## src/rtl/gsr_regs.svh

```systemverilog
// register offsets, field positions and reset values of the pin and scan register block
//
// How it works
// - pin direction bit: 0 makes the shared pin an input, 1 an output.
// - drive bit: 0 gives open-drain output, 1 gives push-pull output.
// - output level bit sets the level driven on the matching output.
// - read-only input level register returns the present level of each pin.
// - scan mode field: 00 manual, 01 auto, 10 on-the-fly, 11 reserved.
// - start bit 1 steps enabled channels in ascending order; 0 stops stepping.
// - start bit acts only while scan mode selects auto sequencing.
// - manual channel field picks next input; codes with top bit set reserved.
// - auto-scan mask bit 1 includes the channel in the scan, 0 excludes.
// - pin function bit: 0 analog input, 1 digital pin; pin settings need 1.
// - force-analog bit makes every channel analog, overriding all other settings.
`ifndef GSR_REGS_SVH
`define GSR_REGS_SVH

`define GSR_ADDR_W 8
`define GSR_DATA_W 8
`define GSR_CHANS 8

`define GSR_OFF_FORCE 8'h01
`define GSR_OFF_PIN_FUNC 8'h05
`define GSR_OFF_PIN_DIR 8'h07
`define GSR_OFF_DRIVE 8'h09
`define GSR_OFF_OUT_LEVEL 8'h0b
`define GSR_OFF_IN_LEVEL 8'h0d
`define GSR_OFF_SCAN_CTL 8'h10
`define GSR_OFF_MAN_CHAN 8'h11
`define GSR_OFF_SCAN_MASK 8'h12

`define GSR_FORCE_BIT 2
`define GSR_SCAN_GO_BIT 4
`define GSR_MODE_LSB 0
`define GSR_MODE_MSB 1
`define GSR_MAN_CHAN_MSB 3

`define GSR_RESET_VAL 8'h00

`endif

```

## src/rtl/gsr_pkg.sv

```systemverilog
// types shared by the pin and scan register block
package gsr_pkg;
   typedef enum logic [1:0]
   {
      GSR_MODE_MANUAL = 2'b00,
      GSR_MODE_AUTO = 2'b01,
      GSR_MODE_FLY = 2'b10,
      GSR_MODE_RSVD = 2'b11
   } gsr_mode_t;

   typedef enum logic [0:0]
   {
      GSR_SCAN_IDLE = 1'b0,
      GSR_SCAN_RUN = 1'b1
   } gsr_scan_state_t;
endpackage : gsr_pkg

```

## src/rtl/gsr_pin_ctl.sv

```systemverilog
// per-channel pad control: function, direction, drive type and input sampling
`timescale 1ns/100ps
`default_nettype none
module gsr_pin_ctl
   import gsr_pkg::*;
#(
   parameter int CHANS = 8
)
(
   input wire logic clk,
   input wire logic rst,
   input wire logic force_all_analog,
   input wire logic [CHANS-1:0] pin_func,
   input wire logic [CHANS-1:0] pin_dir,
   input wire logic [CHANS-1:0] drive_type,
   input wire logic [CHANS-1:0] out_level,
   input wire logic [CHANS-1:0] pad_in,
   output logic [CHANS-1:0] pad_out,
   output logic [CHANS-1:0] pad_oe,
   output logic [CHANS-1:0] in_level,
   output logic [CHANS-1:0] analog_en
);
   logic [CHANS-1:0] sync1_r;
   logic [CHANS-1:0] sync2_r;

   genvar g;
   generate
      for (g = 0; g < CHANS; g = g + 1)
      begin : g_chan
         wire digital = pin_func[g] & ~force_all_analog;
         wire drv_out = digital & pin_dir[g];
         assign analog_en[g] = ~digital;
         assign pad_out[g] = out_level[g];
         // open-drain only pulls low; a high level floats to the pullup
         assign pad_oe[g] = drv_out & (drive_type[g] | ~out_level[g]);
      end
   endgenerate

   // pads are asynchronous, two stages before the register reads them
   always_ff @(posedge clk or posedge rst)
   begin
      if (rst)
      begin
         sync1_r <= '0;
         sync2_r <= '0;
      end
      else
      begin
         sync1_r <= pad_in;
         sync2_r <= sync1_r;
      end
   end

   assign in_level = sync2_r;
endmodule : gsr_pin_ctl
`default_nettype wire

```

## src/rtl/gsr_scan_seq.sv

```systemverilog
// channel sequencer: manual, auto mask walk and on-the-fly selection
`timescale 1ns/100ps
`default_nettype none
module gsr_scan_seq
   import gsr_pkg::*;
#(
   parameter int CHANS = 8
)
(
   input wire logic clk,
   input wire logic rst,
   input wire logic [1:0] mode,
   input wire logic scan_go,
   input wire logic [3:0] manual_channel_id,
   input wire logic [2:0] fly_channel,
   input wire logic [CHANS-1:0] scan_mask,
   input wire logic conv_done,
   output logic [2:0] chan_r,
   output logic chan_valid_r
);
   gsr_scan_state_t state_r;
   gsr_scan_state_t state_nxt;
   logic [2:0] next_auto;
   logic found;
   logic [2:0] chan_nxt;
   logic valid_nxt;

   // lowest enabled channel above current, else wrap to lowest enabled
   always_comb
   begin
      next_auto = chan_r;
      found = 1'b0;
      for (int i = CHANS - 1; i >= 0; i--)
      begin
         if (scan_mask[i] && (3'(i) > chan_r))
         begin
            next_auto = 3'(i);
            found = 1'b1;
         end
      end
      if (!found)
      begin
         for (int i = CHANS - 1; i >= 0; i--)
         begin
            if (scan_mask[i])
            begin
               next_auto = 3'(i);
               found = 1'b1;
            end
         end
      end
   end

   wire auto_run = (mode == GSR_MODE_AUTO) && scan_go;

   always_comb
   begin
      state_nxt = state_r;
      chan_nxt = chan_r;
      valid_nxt = chan_valid_r;
      case (mode)
         GSR_MODE_MANUAL:
         begin
            state_nxt = GSR_SCAN_IDLE;
            chan_nxt = manual_channel_id[2:0];
            valid_nxt = ~manual_channel_id[3];
         end
         GSR_MODE_AUTO:
         begin
            case (state_r)
               GSR_SCAN_IDLE:
               begin
                  valid_nxt = 1'b0;
                  if (auto_run && found)
                  begin
                     state_nxt = GSR_SCAN_RUN;
                     chan_nxt = next_auto;
                     valid_nxt = 1'b1;
                  end
               end
               GSR_SCAN_RUN:
               begin
                  if (!auto_run || !found)
                  begin
                     state_nxt = GSR_SCAN_IDLE;
                     valid_nxt = 1'b0;
                  end
                  else if (conv_done)
                  begin
                     chan_nxt = next_auto;
                  end
               end
               default:
               begin
                  state_nxt = GSR_SCAN_IDLE;
               end
            endcase
         end
         GSR_MODE_FLY:
         begin
            state_nxt = GSR_SCAN_IDLE;
            chan_nxt = fly_channel;
            valid_nxt = 1'b1;
         end
         default:
         begin
            state_nxt = GSR_SCAN_IDLE;
            valid_nxt = 1'b0;
         end
      endcase
   end

   always_ff @(posedge clk or posedge rst)
   begin
      if (rst)
      begin
         state_r <= GSR_SCAN_IDLE;
         chan_r <= 3'h0;
         chan_valid_r <= 1'b0;
      end
      else
      begin
         state_r <= state_nxt;
         chan_r <= chan_nxt;
         chan_valid_r <= valid_nxt;
      end
   end
endmodule : gsr_scan_seq
`default_nettype wire

```

## src/rtl/gsr_top.sv

```systemverilog
// register bank for shared pins and channel sequencer, with its pad and scan logic
`timescale 1ns/100ps
`default_nettype none
`include "gsr_regs.svh"
module gsr_top
   import gsr_pkg::*;
#(
   parameter int CHANS = `GSR_CHANS
)
(
   input wire logic CLK,
   input wire logic SYS_RST,
   input wire logic [`GSR_ADDR_W-1:0] REG_ADDR,
   input wire logic REG_WR,
   input wire logic [`GSR_DATA_W-1:0] REG_WDATA,
   output logic [`GSR_DATA_W-1:0] REG_RDATA,
   input wire logic [CHANS-1:0] PAD_IN,
   output logic [CHANS-1:0] PAD_OUT,
   output logic [CHANS-1:0] PAD_OE,
   output logic [CHANS-1:0] ANALOG_EN,
   input wire logic CONV_DONE,
   input wire logic [2:0] FLY_CHANNEL,
   output logic [2:0] CONV_CHANNEL,
   output logic CONV_CHANNEL_VALID
);
   // ******************************************************************
   // register storage
   // ******************************************************************
   logic force_all_analog_r;
   logic [CHANS-1:0] pin_func_r;
   logic [CHANS-1:0] pin_direction_r;
   logic [CHANS-1:0] output_drive_type_r;
   logic [CHANS-1:0] output_level_r;
   logic scan_go_r;
   logic [1:0] scan_mode_select_r;
   logic [3:0] manual_channel_id_r;
   logic [CHANS-1:0] auto_scan_mask_r;
   logic [CHANS-1:0] input_level;
   logic [`GSR_DATA_W-1:0] rdata_nxt;

   // ******************************************************************
   // address decode
   // ******************************************************************
   wire wr_force = REG_WR && (REG_ADDR == `GSR_OFF_FORCE);
   wire wr_func = REG_WR && (REG_ADDR == `GSR_OFF_PIN_FUNC);
   wire wr_dir = REG_WR && (REG_ADDR == `GSR_OFF_PIN_DIR);
   wire wr_drive = REG_WR && (REG_ADDR == `GSR_OFF_DRIVE);
   wire wr_level = REG_WR && (REG_ADDR == `GSR_OFF_OUT_LEVEL);
   wire wr_scan = REG_WR && (REG_ADDR == `GSR_OFF_SCAN_CTL);
   wire wr_man = REG_WR && (REG_ADDR == `GSR_OFF_MAN_CHAN);
   wire wr_mask = REG_WR && (REG_ADDR == `GSR_OFF_SCAN_MASK);

   // ******************************************************************
   // writable registers
   // ******************************************************************
   always_ff @(posedge CLK or posedge SYS_RST)
   begin
      if (SYS_RST)
      begin
         force_all_analog_r <= 1'b0;
         pin_func_r <= `GSR_RESET_VAL;
         pin_direction_r <= `GSR_RESET_VAL;
         output_drive_type_r <= `GSR_RESET_VAL;
         output_level_r <= `GSR_RESET_VAL;
         scan_go_r <= 1'b0;
         scan_mode_select_r <= 2'h0;
         manual_channel_id_r <= 4'h0;
         auto_scan_mask_r <= `GSR_RESET_VAL;
      end
      else
      begin
         if (wr_force)
            force_all_analog_r <= REG_WDATA[`GSR_FORCE_BIT];
         if (wr_func)
            pin_func_r <= REG_WDATA;
         if (wr_dir)
            pin_direction_r <= REG_WDATA;
         if (wr_drive)
            output_drive_type_r <= REG_WDATA;
         if (wr_level)
            output_level_r <= REG_WDATA;
         if (wr_scan)
         begin
            scan_go_r <= REG_WDATA[`GSR_SCAN_GO_BIT];
            scan_mode_select_r <= REG_WDATA[`GSR_MODE_MSB:`GSR_MODE_LSB];
         end
         if (wr_man)
            manual_channel_id_r <= REG_WDATA[`GSR_MAN_CHAN_MSB:0];
         if (wr_mask)
            auto_scan_mask_r <= REG_WDATA;
      end
   end

   // ******************************************************************
   // read mux, reserved bits and unmapped addresses read zero
   // ******************************************************************
   always_comb
   begin
      rdata_nxt = 8'h00;
      case (REG_ADDR)
         `GSR_OFF_FORCE: rdata_nxt[`GSR_FORCE_BIT] = force_all_analog_r;
         `GSR_OFF_PIN_FUNC: rdata_nxt = pin_func_r;
         `GSR_OFF_PIN_DIR: rdata_nxt = pin_direction_r;
         `GSR_OFF_DRIVE: rdata_nxt = output_drive_type_r;
         `GSR_OFF_OUT_LEVEL: rdata_nxt = output_level_r;
         `GSR_OFF_IN_LEVEL: rdata_nxt = input_level;
         `GSR_OFF_SCAN_CTL:
         begin
            rdata_nxt[`GSR_SCAN_GO_BIT] = scan_go_r;
            rdata_nxt[`GSR_MODE_MSB:`GSR_MODE_LSB] = scan_mode_select_r;
         end
         `GSR_OFF_MAN_CHAN: rdata_nxt[`GSR_MAN_CHAN_MSB:0] = manual_channel_id_r;
         `GSR_OFF_SCAN_MASK: rdata_nxt = auto_scan_mask_r;
         default: rdata_nxt = 8'h00;
      endcase
   end

   // read data registered so it is stable one cycle after the address
   always_ff @(posedge CLK or posedge SYS_RST)
   begin
      if (SYS_RST)
         REG_RDATA <= 8'h00;
      else
         REG_RDATA <= rdata_nxt;
   end

   // ******************************************************************
   // pad and sequencer logic
   // ******************************************************************
   gsr_pin_ctl #(.CHANS(CHANS)) u_pins
   (
      .clk(CLK),
      .rst(SYS_RST),
      .force_all_analog(force_all_analog_r),
      .pin_func(pin_func_r),
      .pin_dir(pin_direction_r),
      .drive_type(output_drive_type_r),
      .out_level(output_level_r),
      .pad_in(PAD_IN),
      .pad_out(PAD_OUT),
      .pad_oe(PAD_OE),
      .in_level(input_level),
      .analog_en(ANALOG_EN)
   );

   // the manual channel is not checked against pin function; host keeps them apart
   gsr_scan_seq #(.CHANS(CHANS)) u_seq
   (
      .clk(CLK),
      .rst(SYS_RST),
      .mode(scan_mode_select_r),
      .scan_go(scan_go_r),
      .manual_channel_id(manual_channel_id_r),
      .fly_channel(FLY_CHANNEL),
      .scan_mask(auto_scan_mask_r),
      .conv_done(CONV_DONE),
      .chan_r(CONV_CHANNEL),
      .chan_valid_r(CONV_CHANNEL_VALID)
   );
endmodule : gsr_top
`default_nettype wire

```

## config.mk

```make
export PLATFORM = sky130hd
export DESIGN_NAME = gsr_top
export DESIGN_NICKNAME = d
export VERILOG_FILES = /design/src/rtl/gsr_pkg.sv /design/src/rtl/gsr_pin_ctl.sv /design/src/rtl/gsr_scan_seq.sv /design/src/rtl/gsr_top.sv
export VERILOG_INCLUDE_DIRS = /design/src /design/src/rtl
export SDC_FILE = /design/constraint.sdc
export NUM_CORES = 1
export LEC_CHECK = 0
export BUFFER_PORTS_ARGS = -buffer_cell sky130_fd_sc_hd__buf_2
export CAP_MARGIN = 30
export CORE_ASPECT_RATIO = 1.75
export CORE_UTILIZATION = 50
export DETAILED_ROUTE_END_ITERATION = 8
export HOLD_SLACK_MARGIN = 0.03
export PLACE_DENSITY = 0.76
export SLEW_MARGIN = 40
export SYNTH_ARGS = -nofsm -noshare
export SYNTH_HDL_FRONTEND = slang
export SYNTH_SLANG_ARGS = --single-unit
```

## constraint.sdc

```tcl
create_clock -name CLK -period 2 [get_ports CLK]
set_input_delay 0.1 -clock CLK [delete_from_list [all_inputs] [get_ports CLK]]
set_output_delay 0.1 -clock CLK [all_outputs]
set_load 0.01 [all_outputs]
```

[After elaboration in Yosys (flattened, before gate mapping)]
Cells that the tools add are included.
Word-level totals
  register bits: 77
  logic and storage cells: 164
  output and inout port bits: 36
Cells by class
  reductions and logical operators: 24
  bitwise gates (word level): 51
  multiplexer cells: 51
  equal/unequal tests: 15
  $lt $le $gt $ge: 8
Operator list (number)
  $mux 3: 20
  $and 1x1->1: 24
  $eq 8x4->1 const B: 3
  $eq 8x5->1 const B: 3
  $mux 1: 21
  $not 1->1: 19
  $logic_and 1x1->1: 18
  $pmux 3 s6: 1
  $eq 8x3->1 const B: 2
  $pmux 2 s8: 1
  $pmux 1 s7: 2
  $gt 3x3->1 const A: 4
  $ne 3x3->1 const B: 4
  $pmux 3 s3: 1
  $eq 8x1->1 const B: 1
  $or 1x1->1: 8
  $pmux 1 s8: 1
  $gt 1x3->1 const A: 2
  $gt 2x3->1 const A: 2
  $pmux 3 s2: 1
  $pmux 1 s2: 2
  $reduce_and 4->1: 1
  $pmux 1 s3: 1
  $reduce_bool 3->1: 1
  5 further kinds: 6

[Depth between registers and ports, before layout]
  depth in word-level cells: 23
  gate-level depth with buffers: 7
  mapped depth without buffers: 6

[Modules after synthesis]
A second synthesis with hierarchy kept.
Unflattened totals
  cell total of the unflattened synthesis: 332
  area, all modules: 4072.7 µm²
By module, submodules not included
  gsr_top: times used 1, seq. area each 1401.3 µm², cells each 197, area each 2662.6 µm²
  gsr_pin_ctl: times used 1, seq. area each 400.4 µm², cells each 49, area each 724.4 µm²
  gsr_scan_seq: times used 1, seq. area each 125.1 µm², cells each 86, area each 685.7 µm²

[Least setup slack after synthesis]
Ideal clock, no wire load.
  path kind: register -> register
  from: register auto_scan_mask_r[3]
  to: register u_seq.chan_r[1]
  library setup time: 0.077 ns
  buffers on the path: 1
  stages on the path, launching flop included: 8
  path slack: -0.099 ns
  clock period less this slack: 2.099 ns
  arrival: 2.021 ns
  cell sequence: dfrtp_1 > buf_6 > or4_4 > o41a_1 > o21ai_1 > a21o_4 > mux2_1 > a21oi_1
On the way
  word-level cells in the longest chain between the ends: 18
  elaborated cells between the ends (all ways): 34
  classes of those cells: eq/ne (2); mux (27); reduce/logical (5)
Ends and longest elaborated chain
  start: declaration: line gsr_top.sv:37  | logic [CHANS-1:0] auto_scan_mask_r;
  start signal: assignment: line gsr_top.sv:68  | auto_scan_mask_r <= `GSR_RESET_VAL;
  $logic_and 1x1->1: line gsr_scan_seq.sv:35  | if (scan_mask[i] && (3'(i) > chan_r))
  $mux 3 (4 in series): line gsr_scan_seq.sv:35
  $mux 3 (8 in series): line gsr_scan_seq.sv:45  | if (scan_mask[i])
  $mux 3: line gsr_scan_seq.sv:41  | if (!found)
  $mux 3: line gsr_scan_seq.sv:88  | else if (conv_done)
  $mux 3: line gsr_scan_seq.sv:83  | if (!auto_run || !found)
  $pmux 3 s2: line gsr_scan_seq.sv:70  | case (state_r)
  $pmux 3 s3: line gsr_scan_seq.sv:61  | case (mode)
  end signal: assignment: line gsr_scan_seq.sv:124  | chan_r <= chan_nxt;
  end: declaration: line gsr_scan_seq.sv:18  | output logic [2:0] chan_r,
Parallel ways exist; a longest one is shown, timed or not. The select of a mux whose other input is x is not followed.
A chain may end at the register's enable or synchronous reset.

[Worst setup path in the final report]
  from: register auto_scan_mask_r[1]
  to: register u_seq.chan_r[1]
On the way
  word-level cells in the longest chain between the ends: 16
  elaborated cells between the ends (all ways): 28
  classes of those cells: eq/ne (2); mux (21); reduce/logical (5)
Ends and longest elaborated chain (line)
  $logic_and 1x1->1: gsr_scan_seq.sv:35
  $mux 3 (2 in series): gsr_scan_seq.sv:35
  $mux 3 (8 in series): gsr_scan_seq.sv:45
  $mux 3: gsr_scan_seq.sv:41
  $mux 3: gsr_scan_seq.sv:88
  $mux 3: gsr_scan_seq.sv:83
  $pmux 3 s2: gsr_scan_seq.sv:70
  $pmux 3 s3: gsr_scan_seq.sv:61
Parallel ways exist; a longest one is shown, timed or not. The select of a mux whose other input is x is not followed.

==> run summary <==
The run finished with clean final reports. The worst setup path is launched from a flop. The area of all placed cells without fillers is 4720 sq um.

The capture point of the worst reg-to-reg path was u_seq.chan_r[1]. The global router's overall resource usage is 0.271. The first global-routing pass estimated 15200 um of wire. The H-tree generated during clock tree synthesis spans 3 levels.

The number of cells traversed by the worst hold path works out to 2. Share of the clock period used by the worst path: 0.976. The startpoint identified for the worst hold timing path is REG_WDATA[6]. Yosys printed 0 warnings. The count of flip-flops with a built-in enable after synthesis works out to 0. After clock tree synthesis, the clock-pin slew on the worst setup and hold paths is 60 ps. Proportion of power drawn by the clock network: 0.423.

The switching fraction of total power works out to 0.246. For the worst hold slack after final layout, the log shows 50.9 ps. The ratio of routed vias to standard cells is 5.93, and the number of optimization iterations in the first detailed-route pass is 4. The run gives 315 as the cell count after synthesis.

Entering global routing, the biggest net connects 64 pins. In the post-route analysis, the smallest setup slack over all paths is 48.8 ps. In the synthesized netlist the dominant register cell turns out to be dfrtp_1. Derived from the worst setup path, the maximum achievable clock frequency is 513 MHz. The area growth from synthesis to layout is 27.0%. The most frequent cell after synthesis was dfrtp_1. The die boundary height is 116 um.

The number of nets handed over by synthesis was 350. The number of failing hold endpoints at the final stage is 0. The clock insertion delay at the later pin of the skew report was 340 ps; the net switching power of the design was 0.000934 W. The share of async-settable or async-resettable flops after synthesis is 1.00, and the detailed-placement wirelength estimate is 6750 um. The tools report the number of global-route vias before repair as 3092.

After detailed routing, the average wire length per cell comes to 18.8 um. CTS placed an instance of clkbuf_16 at the clock tree root. Number of nets at the end of the flow: 446. The worst-case reg-to-reg path depth was 6.

A synthesized cell averages 11.8 sq um. Port buffering added 66 buffers. TritonCTS built the clock tree.

For this run, design rule violations remaining after detail routing come to 0. IR analysis of the VDD net gives a maximum drop of 697 uV. The critical path data arrival time was 2220 ps. The synthesized design spends more area on one cell type than any other, namely dfrtp_1. The sequential-to-total area share from yosys stat came out at 0.519. After floorplanning, the core was divided into 41 placement rows. For the routed wire length, the log shows 9460 um. Endpoint with the worst hold slack: auto_scan_mask_r[6].

The critical path in this run is classified as reg -> reg. The placer's final routability congestion estimate was 0.866; the fill cell instance count of the final layout was 574. The tools report the placed standard-cell area as 4250 sq um. The number of register bits inferred by synthesis was 77; the slew at the pin closest to its max-slew limit was 456 ps.

The final design utilization was 0.657; the setup violation total in the final timing report was 0. The number of placed I/O pins came out at 67. The clock drives 77 sinks. Before CTS, the worst setup slack after placement is -20.6 ps.

The initial core utilization is 0.517, and the largest driver fanout on the critical path is 2. The portion of total power attributed to sequential cells came out at 0.448. In this run the remaining antenna-violating nets after routing total 0. The initial antenna violation count came out at 0. The share of cells above drive strength 1 came out at 0.421. The number of inserted diodes was 0; the count of max-cap constraint violations was 0. For flop-to-flop paths, the worst setup slack is 50 ps.

The area of the mapped netlist is 3710 sq um. The die is 67.1 um wide. Yosys attributes the largest share of cell area to dfrtp_1, mux2_2, nand2_1, nand2b_1, nor2b_1. The total CTS buffers was 9. After synthesis, the netlist uses 53 different library cells. The run gives 0.128 as the logic gate share of total power.

The fraction of post-synthesis cell area in the top cell type by area came out at 0.519. Area used by sequential logic in the layout: 1930 sq um. The kind of capture point of the worst setup path is a flop. The total area of multi-input combinational cells was 1730 sq um.

The first routing iteration left 170 violations. The internal power contribution was 0.00286 W; the shortest period the worst path allows was 1950 ps. The floorplan die area was 7790 sq um; the clock tree skew after final layout was 5.66 ps. Max-slew violation count: 0. The worst hold path belongs to the class in -> reg.

STA puts the critical path data required time at 2270 ps. The detailed router placed 2976 vias in this run. After synthesis, the most frequently instantiated cells are dfrtp_1, mux2_2, nand2_1, nand2b_1, nor2b_1.

The power density over the cells was 805 nW/um^2. The total negative slack came out at 0 ps. The final global-route overflow total was 0.

The core region is 7180 sq um. The headroom to the max-slew limit is 0.693, and the maximum count of clock buffers along a single path is 2. The startpoint identified for the worst register-to-register timing path is auto_scan_mask_r[1]. For the static leakage, the log shows 2.29 nW.
==> layer usage <==
metal | track usage | wire length (um) | vias to the layer above
li1 | - | - | 1349
met1 | 0.297 | 3440 | 1504
met2 | 0.456 | 5330 | 102
met3 | 0.0630 | 402 | 21
met4 | 0.173 | 278 | 0
met5 | 0 | 0 | -
==> flip-flops by register name (all words and copies together) (netlist names) <==
name and flops:
pin_direction_r 8, auto_scan_mask_r 8, force_all_analog_r 1, output_level_r 8, REG_RDATA 8, pin_func_r 8, manual_channel_id_r 4, u_seq.state_r 1
scan_go_r 1, scan_mode_select_r 2, u_pins.sync1_r 8, u_pins.in_level 8, u_seq.chan_valid_r 1, output_drive_type_r 8, u_seq.chan_r 3
==> placed cells by master (no fill, tap or decap), types with 2 or more instances in the layout <==
cell,netlist,layout
nor2b_1,12,12
buf_6,1,2
nand2b_1,12,12
a211oi_1,4,4
nor3_1,5,5
and2_1,2,2
nand3_1,5,5
mux2_2,51,51
nand2_1,24,24
a21oi_1,9,8
clkbuf_16,0,9
ha_1,4,4
clkbuf_1,8,2
o21ai_0,7,5
inv_1,9,8
buf_2,4,66
a22o_1,4,4
clkinv_2,0,2
nor2_1,11,11
nor3b_1,9,9
mux2i_1,7,7
nor3_2,3,3
o211ai_1,3,3
a222oi_1,4,4
buf_4,0,21
a32oi_1,3,2
o32ai_1,3,3
o21ai_2,0,2
a221oi_1,3,2
dfrtp_1,77,76
nor4_1,2,2
dlygate4sd3_1,0,9
a22oi_1,2,2
clkinvlp_4,0,2
==> through the flow <==
| step | total power, W | std cells |
|---|---|---|
| 6_report | 0.00380 | 502 |
| 5_1_grt | 0.00395 | 502 |
| 4_1_cts | 0.00379 | 499 |
| 3_5_place_dp | 0.00216 | 472 |
| 3_3_place_gp | 0.00214 | 472 |
| 2_1_floorplan | 0.00198 | 315 |
==> worst max-delay path, stage by stage (launching register included) <==
cell     delay [ps]
dfrtp_1         370
or4_4           530
o41a_1          360
o21ai_2          80
a21o_4          140
mux2_4          300
a21oi_2          90
==> logic make-up (layout without fill, tap and decap cells) <==
kind of cell | Yosys count | in the layout | share of synthesized area
multiplexers | 60 | 60 | 0.183
adder cells (fa/ha/maj) | 4 | 4 | 0.0135
buffers and inverters | 23 | 124 | 0.0266
flip-flops | 77 | 77 | 0.519
AO/OA/AOI/OAI | 55 | 55 | 0.112
AND/OR/NAND/NOR | 96 | 96 | 0.146
==> cell type report <==
class,count,area share
Inverter,9,0.00796
Timing Repair Buffer,99,0.132
Sequential cell,77,0.409
Clock inverter,4,0.0101
Tap cell,86,0.0228
Clock buffer,12,0.0523
Multi-Input combinational cell,215,0.367
==> power groups by stage <==
stage | logic [W] | registers [W] | clock network, W
after floorplan | 0.000269 | 0.00171 | 0
final | 0.000488 | 0.00170 | 0.00161
after global routing | 0.000532 | 0.00171 | 0.00170
after global placement | 0.000420 | 0.00172 | 0
after detailed placement | 0.000432 | 0.00173 | 0
after CTS | 0.000457 | 0.00170 | 0.00163
==> repair_timing <==
item	CTS	global route
endpoints found under the setup margin	2	4
pin swaps	2	5
buffers inserted	2	3
endpoints found under the hold margin	22	0
cloned	0	0
hold buffers	9	0
gates resized for setup	5	9
==> worst max-delay path by stage <==
stage	from	to	slack, ps
after floorplan	auto_scan_mask_r[3]	u_seq.chan_r[1]	-30
after global placement	auto_scan_mask_r[1]	u_seq.chan_r[1]	60
after detailed placement	auto_scan_mask_r[7]	u_seq.chan_r[0]	-20
after CTS	auto_scan_mask_r[1]	u_seq.chan_r[1]	-20
after global routing	u_seq.chan_r[1]	u_seq.chan_r[0]	-50
final	auto_scan_mask_r[1]	u_seq.chan_r[1]	50
Power figures use the tool's default switching activity.
